`src/vpi_cfg.svh`:
```
`ifndef VPI_CFG_SVH
`define VPI_CFG_SVH
// Sizes
`define VPI_NODES 64
`define VPI_SRC_W 6
`define VPI_LVL_W 4
`define VPI_STACK 16
`define VPI_SP_W 5
`define VPI_VTB_W 15
`define VPI_VTB_LSB 9
`define VPI_MEM_AW 24
`define VPI_WB_AW 10
// Register byte offsets
`define VPI_OFF_CTRL 10'h000
`define VPI_OFF_LEVELS 10'h004
`define VPI_OFF_ENC_LVL 10'h008
`define VPI_OFF_ENC_SRC 10'h00c
`define VPI_OFF_VTB 10'h010
`define VPI_OFF_NODE 10'h100
// Field positions
`define VPI_CTRL_GE 7
`define VPI_CTRL_TE 6
`define VPI_NODE_M 7
`define VPI_NODE_P 6
`define VPI_NODE_E 5
`define VPI_RUN_LSB 4
// Table addresses
`define VPI_EXIT_OFS 9'h100
`define VPI_ENTRY_OFS 9'h000
`endif

```
`src/vpi_pkg.sv`:
```
`include "vpi_cfg.svh"
package vpi_pkg;
  typedef logic [`VPI_NODES-1:0][`VPI_LVL_W-1:0] vpi_lvl_arr_t;
  typedef logic [`VPI_STACK-1:0][`VPI_LVL_W-1:0] vpi_stack_t;
  typedef struct packed {
    logic [`VPI_NODES-1:0] pend;
    logic [`VPI_NODES-1:0] en;
    vpi_lvl_arr_t prio;
    logic [`VPI_NODES-1:0] src_prev;
    vpi_stack_t stack;
    logic [`VPI_SP_W-1:0] sp;
    logic [`VPI_LVL_W-1:0] running;
    logic [`VPI_LVL_W-1:0] forced;
    logic ge;
    logic te;
    logic [`VPI_VTB_W-1:0] vector_table_base;
    logic req;
    logic wb_ack;
    logic [31:0] rdata;
  } vpi_state_t;
endpackage : vpi_pkg

```
`src/vpi_controller.sv`:
```
// Design decisions made here: the address map and the Wishbone interface to the registers.
`timescale 1ns/1ps
`default_nettype none
`include "vpi_cfg.svh"
// Operation
// - Forced level raises threshold, running untouched
// - Encoder level register shows winning priority
// - Encoder source register shows winning number
// - Table base keeps bits 23..9 only
// - Table word read drops processor request
// - Active comparator read acknowledges, clears, pushes
// - Word write at base+0x100 exits routine
// - Table enable off: plain memory access
// - Modify bit reads zero, gates pending write
// - Source activation sets pending; acknowledge clears
// - Disabled node never requests
// - Four-bit priority, zero never requests
// - Request needs pending, enable, nonzero priority
// - Standby off resets registers, blocks writes
// - Pending flags survive standby, always capture
// - Request needs global and table enable
// - Global disable keeps active request
// - Comparator raises request, held until table word read
// - Encoder reports source zero when idle
// - Exit pops interrupted priority from stack
module vpi_controller (
  input wire logic clk_i, // System clock
  input wire logic rst_i, // Sync reset, high
  input wire logic standby_controller_enable_i, // Standby enable, low resets
  input wire logic [`VPI_NODES-1:0] source_i, // Peripheral requests, same clock
  input wire logic wb_cyc_i, // Wishbone cycle
  input wire logic wb_stb_i, // Wishbone strobe
  input wire logic wb_we_i, // Wishbone write
  input wire logic [`VPI_WB_AW-1:0] wb_adr_i, // Byte address
  input wire logic [3:0] wb_sel_i, // Byte lanes
  input wire logic [31:0] wb_dat_i, // Write data
  output logic [31:0] wb_dat_o, // Read data
  output logic wb_ack_o, // Wishbone ack
  input wire logic mem_stb_i, // CPU memory access pulse
  input wire logic mem_we_i, // CPU access is write
  input wire logic mem_word_i, // CPU access is 32-bit
  input wire logic [`VPI_MEM_AW-1:0] mem_addr_i, // CPU byte address
  output logic [`VPI_MEM_AW-1:0] mem_addr_o, // Address sent to memory
  output logic cpu_request_n_o // Processor request, low active
);
  vpi_pkg::vpi_state_t s;
  vpi_pkg::vpi_state_t n;
  logic [`VPI_LVL_W-1:0] enc_lvl;
  logic [`VPI_SRC_W-1:0] enc_raw;
  logic [`VPI_SRC_W-1:0] enc_src;
  logic [`VPI_LVL_W-1:0] threshold;
  logic comp;
  logic tbl_rd;
  logic tbl_wr;
  logic ack_ev;
  logic exit_ev;
  logic [`VPI_NODES-1:0] rise;

  // Highest eligible node; ties go to the lowest number
  function automatic logic [`VPI_LVL_W+`VPI_SRC_W-1:0] enc_pick(
    input logic [`VPI_NODES-1:0] p,
    input logic [`VPI_NODES-1:0] e,
    input vpi_pkg::vpi_lvl_arr_t pr);
    logic [`VPI_LVL_W-1:0] bl;
    logic [`VPI_SRC_W-1:0] bs;
    bl = '0;
    bs = '0;
    for (int i = 0; i < `VPI_NODES; i++) begin
      if (p[i] && e[i] && pr[i] > bl) begin
        bl = pr[i];
        bs = i[`VPI_SRC_W-1:0];
      end
    end
    return {bl, bs};
  endfunction : enc_pick

  // Encoder and comparator
  assign {enc_lvl, enc_raw} = enc_pick(s.pend, s.en, s.prio);
  assign threshold = (s.forced > s.running) ? s.forced : s.running;
  assign comp = enc_lvl > threshold;
  assign enc_src = comp ? enc_raw : '0;

  // Table snoop; only word accesses count, so a debugger can dump with bytes
  assign tbl_rd = mem_stb_i && !mem_we_i && mem_word_i && s.te
    && mem_addr_i == {s.vector_table_base, `VPI_ENTRY_OFS};
  assign tbl_wr = mem_stb_i && mem_we_i && mem_word_i && s.te
    && mem_addr_i == {s.vector_table_base, `VPI_EXIT_OFS};
  assign ack_ev = tbl_rd && comp;
  assign exit_ev = tbl_wr;
  assign rise = source_i & ~s.src_prev;

  // Entry read redirected to the winner's slot, combinational on purpose
  always_comb begin
    mem_addr_o = mem_addr_i;
    if (tbl_rd) begin
      mem_addr_o = {s.vector_table_base, 1'b0, enc_src, 2'b00};
    end
  end

  assign wb_dat_o = s.rdata;
  assign wb_ack_o = s.wb_ack;
  assign cpu_request_n_o = ~s.req;

  // Next state
  always_comb begin
    logic acc;
    logic wr;
    logic [5:0] idx;
    logic [7:0] b0;
    n = s;
    acc = wb_cyc_i && wb_stb_i && !s.wb_ack;
    wr = acc && wb_we_i && standby_controller_enable_i;
    idx = wb_adr_i[7:2];
    b0 = wb_dat_i[7:0];
    n.wb_ack = acc;
    n.src_prev = source_i;
    // Register reads, unmapped reads return zero
    if (acc && !wb_we_i) begin
      n.rdata = '0;
      if (wb_adr_i[9:8] == 2'b01) begin
        n.rdata[`VPI_NODE_P] = s.pend[idx];
        n.rdata[`VPI_NODE_E] = s.en[idx];
        n.rdata[3:0] = s.prio[idx]; // Modify bit stays zero
      end else begin
        case (wb_adr_i)
          `VPI_OFF_CTRL: n.rdata[7:6] = {s.ge, s.te};
          `VPI_OFF_LEVELS: n.rdata[7:0] = {s.running, s.forced};
          `VPI_OFF_ENC_LVL: n.rdata[3:0] = enc_lvl;
          `VPI_OFF_ENC_SRC: n.rdata[5:0] = enc_src;
          `VPI_OFF_VTB: n.rdata[23:9] = s.vector_table_base;
          default: n.rdata = '0;
        endcase
      end
    end
    // Register writes; running level is hardware only
    if (wr && wb_adr_i[9:8] == 2'b01) begin
      if (wb_sel_i[0]) begin
        n.en[idx] = b0[`VPI_NODE_E];
        n.prio[idx] = b0[3:0];
        if (b0[`VPI_NODE_M]) begin
          n.pend[idx] = b0[`VPI_NODE_P];
        end
      end
    end else if (wr) begin
      case (wb_adr_i)
        `VPI_OFF_CTRL: begin
          if (wb_sel_i[0]) begin
            n.ge = b0[`VPI_CTRL_GE];
            n.te = b0[`VPI_CTRL_TE];
          end
        end
        `VPI_OFF_LEVELS: begin
          if (wb_sel_i[0]) begin
            n.forced = b0[3:0];
          end
        end
        `VPI_OFF_VTB: begin
          if (wb_sel_i[1]) begin
            n.vector_table_base[6:0] = wb_dat_i[15:9];
          end
          if (wb_sel_i[2]) begin
            n.vector_table_base[14:7] = wb_dat_i[23:16];
          end
        end
        default: n.ge = n.ge;
      endcase
    end
    // Acknowledge: push interrupted level, take the winner's
    if (ack_ev) begin
      n.pend[enc_src] = 1'b0;
      n.stack[s.sp[3:0]] = s.running;
      n.sp = s.sp + 5'h01;
      n.running = enc_lvl;
    end else if (exit_ev && s.sp != '0) begin
      n.running = s.stack[s.sp[3:0] - 4'h1];
      n.sp = s.sp - 5'h01;
    end
    // Request is cleared by the entry read here, and by standby off below
    if (tbl_rd) begin
      n.req = 1'b0;
    end else if (comp && s.ge && s.te) begin
      n.req = 1'b1;
    end
    // Hardware set beats any clear in the same cycle
    n.pend = n.pend | rise;
    // Standby off: everything but pending, source history and bus read/ack state back to reset
    if (!standby_controller_enable_i) begin
      n.en = '0;
      n.prio = '0;
      n.stack = '0;
      n.sp = '0;
      n.running = '0;
      n.forced = '0;
      n.ge = 1'b0;
      n.te = 1'b0;
      n.vector_table_base = '0;
      n.req = 1'b0;
    end
  end

  // State register
  always_ff @(posedge clk_i) begin
    if (rst_i) begin
      s <= '0;
    end else begin
      s <= n;
    end
  end
endmodule : vpi_controller
`default_nettype wire

```
`config.mk`:
```
export PLATFORM = sky130hd
export DESIGN_NAME = vpi_controller
export DESIGN_NICKNAME = d
export VERILOG_FILES = /design/src/vpi_pkg.sv /design/src/vpi_controller.sv
export VERILOG_INCLUDE_DIRS = /design/src /design/src/src
export SDC_FILE = /design/constraint.sdc
export NUM_CORES = 2
export LEC_CHECK = 0
export BUFFER_PORTS_ARGS = -buffer_cell sky130_fd_sc_hd__buf_2
export CAP_MARGIN = 10
export CORE_UTILIZATION = 63
export CTS_CLUSTER_SIZE = 8
export DETAILED_ROUTE_END_ITERATION = 16
export PLACE_DENSITY = 0.81
export SYNTH_ARGS = -nofsm -noshare
export SYNTH_HDL_FRONTEND = slang
export SYNTH_SLANG_ARGS = --single-unit
```
`constraint.sdc`:
```
create_clock -name clk_i -period 153.5 [get_ports clk_i]
set_clock_uncertainty 0.05 [all_clocks]
set_input_delay 30.7 -clock clk_i [delete_from_list [all_inputs] [get_ports clk_i]]
set_output_delay 30.7 -clock clk_i [all_outputs]
set_load 0.02 [all_outputs]
```
==> metrics.cfg <==
[sta]
relSlewSlack_pct = 12.2
fmax_ghz = 0.00687
finalSetupTns_ns = 0
finalHoldViolCount = 0
fin_crit_sh_pct = 94.8
setup_viol = 0
fin_ws_ns = 8.03
fin_crit_ns = 145.47
maxSlewViolCount = 0
worst_slew_pin_slew_ns = 1.31
rsz0062_at_grt = false

[flow_run]
drv_cap = 0

[synthesis]
syn-mean-instance-area_sq_um = 7.92
synthFlopType = dfxtp_1
yosysWarningCount = 0
yosysSeqAreaShare_pct = 26.8
synth.most_common_cell = nand2_1
synth_top_area_share_pct = 26.8
yosys.area.top_type = dfxtp_1
async_flop_share_pct = 0
synth_edf_count = 0
ys_ff_latch = 567
yosysUniqueCellTypes = 160
synth_area_leaders = dfxtp_1 27%, mux4_2 6.9%, nand2_1 6.2%
netlist_area_sq_um = 42400
synthTopCellsByCount = 699 x nand2_1, 567 x dfxtp_1, 467 x a21oi_1
synth_cells = 5351

[pwr]
p_switching_mw = 0.0841
powerDensity_nw_per_um2 = 7.49
vdd_drop_max_mv = 0.00988
pwr-share-clk_pct = 48.7
finalPower_mw = 0.339
power.internal_mw = 0.255
switching_share_pct = 24.8
power_frac_seq_pct = 44.9
p_comb_share_pct = 6.4
power_leakage_nw = 16.7

[worst_setup_path]
cp_slowest_cell = a221oi_1
r2r-start = s[512]
reg2reg_slack_ns = 37.83
cp-end-kind = output port
cp_max_fo = 24
rr_endpoint = s[561]
critical_path_class = register to output port
r2r_cells = 480
critical_path.top_delay_family = compound AO/OA/AOI/OAI gates
path_common_cell = ha_1
cpPeakStageDelay_ns = 0.73
cp.buffers_inverters = 22
critPathRequiredTime_ns = 122.75
worst_setup_path_start_kind = register
arrival_ns = 114.72

[floorplan]
chipHeight_microns = 261
die_area_sq_um = 68300
core_area_sq_um = 66200
initial_core_util_pct = 64.0
io_pins = 201
die_x_microns = 261
fp-row-count = 94

[place]
place_area_sq_um = 43000
hpwl_mm = 95.2
io_buffer_count = 180
gp_congestion = 0.969
dpl_worst_slack_ns = 10.21

[clocking]
tritoncts = yes
cts-buffers-inserted = 81
post_cts_buffers = 0
cts_resized = 0
cts_root_buf = clkbuf_16
cts_max_path_buffers = 3
cts_max_level = 3
clk_latency_ns = 0.63
clk_pin_slew_worst_paths_ns = 0.05
cts.sinks = 567
ctsHoldBuffers = 0

[hold_path]
min_from = s[137]
min_path_type = register to register
hold_depth = 1
min_to = s[521]

[cells_and_area]
area_growth_pct = 6.82
multiInputGateArea_sq_um = 28400
final_nets = 5611
utilization_pct = 68.4
seqCellArea_sq_um = 11400
fillCellCount = 5422
drive_above_1_share_pct = 13.1
final_cell_area_sq_um = 45300

[grt]
grt-ovfl-total = 0
grt_max_degree = 219
grtUsageTotal_pct = 39.4
grt_pass1_vias = 38618
antenna_found_initial = 8
grt_pass1_wl_mm = 214

[detailed_routing]
vias = 42051
drc = 0
first_pass_iters = 8
wl_per_cell_microns = 22.4
route.antenna.remaining_nets = 0
via_per_inst = 6.80
first_iter_violations = 4529
routed_wl_mm = 138

[status]
status = finished clean

-- kinds of logic after synthesis --
logic type | after synthesis | share of synthesized area [%]
AND/OR/NAND/NOR | 1991 | 22.3
XOR/XNOR | 89 | 1.84
other | 1 | 0.00885
multiplexers | 460 | 15.0
AO/OA/AOI/OAI | 1422 | 22.0
buffers and inverters | 633 | 6.55
flip-flops | 567 | 26.8
adder cells (fa/ha/maj) | 188 | 5.45
-- registers in the layout (all words and copies together) (netlist names) --
name / cells
s: 543
wb_ack_o: 1
wb_dat_o: 23
-- worst max-delay path by stage --
stage                    end  slack, ns    from  cells after the start
2_1_floorplan  mem_addr_o[2]      25.51  s[448]                    493
3_3_place_gp   mem_addr_o[4]      11.63  s[448]                    480
3_5_place_dp   mem_addr_o[4]      10.21  s[512]                    479
4_1_cts        mem_addr_o[4]       8.94  s[512]                    479
5_1_grt        mem_addr_o[4]       0.25  s[512]                    482
6_report       mem_addr_o[4]       8.03  s[512]                    478
-- power by group through the flow --
stage / clock [mW] / combinational [mW] / sequential, mW
after floorplan: 0 / 0.0137 / 0.154
after global routing: 0.171 / 0.0227 / 0.152
after detailed placement: 0 / 0.0209 / 0.155
after CTS: 0.165 / 0.0211 / 0.152
final: 0.165 / 0.0217 / 0.152
after global placement: 0 / 0.0207 / 0.155
-- worst register-to-register path: cells and delay by family (launching register included) --
family	cells	cell delay, ns
compound gates	197	45.58
fa+ha+maj	78	22.53
buf+inv	22	1.75
flops	1	0.42
mux	46	15.45
simple gates	137	29.76
-- cell type report --
class,count,area share (%)
Sequential cell,567,25.1
Inverter,271,2.25
Antenna cell,8,0.0442
Multi-Input combinational cell,4159,62.6
Timing Repair Buffer,219,2.70
Clock inverter,5,0.210
Clock buffer,89,4.68
Tap cell,864,2.39
-- cell usage in the layout, fill, tap and decap left out, types with 30 or more instances in the layout --
cell type / instances
nand2_1: 699
o21ai_1: 50
nor2_1: 419
a22oi_1: 30
nand3_1: 314
and2_1: 40
a211oi_1: 30
buf_2: 176
nand2b_1: 83
nor3_1: 66
mux2i_1: 235
o21ai_0: 316
xnor2_1: 52
mux2_2: 84
o211ai_1: 39
a21oi_1: 467
a31oi_1: 63
and3_1: 53
dfxtp_1: 567
buf_4: 40
ha_1: 169
inv_1: 269
clkbuf_16: 84
mux4_2: 130
nand4_1: 39
xor2_1: 37
nor2b_1: 72
a21o_1: 43
-- per-stage QoR --
step	std cells	hold slack [ns]
after global routing	6176	0.370
after global placement	6080	0.345
after floorplan	5359	0.340
after detailed placement	6080	0.351
final	6182	0.355
after CTS	6174	0.355
-- per-layer routing --
layer / vias to the layer above / track usage (%) / routed length [microns]
met4: 4 / 18.3 / 6740
met1: 19807 / 52.3 / 54600
met2: 2529 / 61.7 / 60900
met3: 453 / 8.03 / 16200
li1: 19258 / - / -
met5: - / 0 / 23
Note: power is estimated with default switching activity, not from simulation.
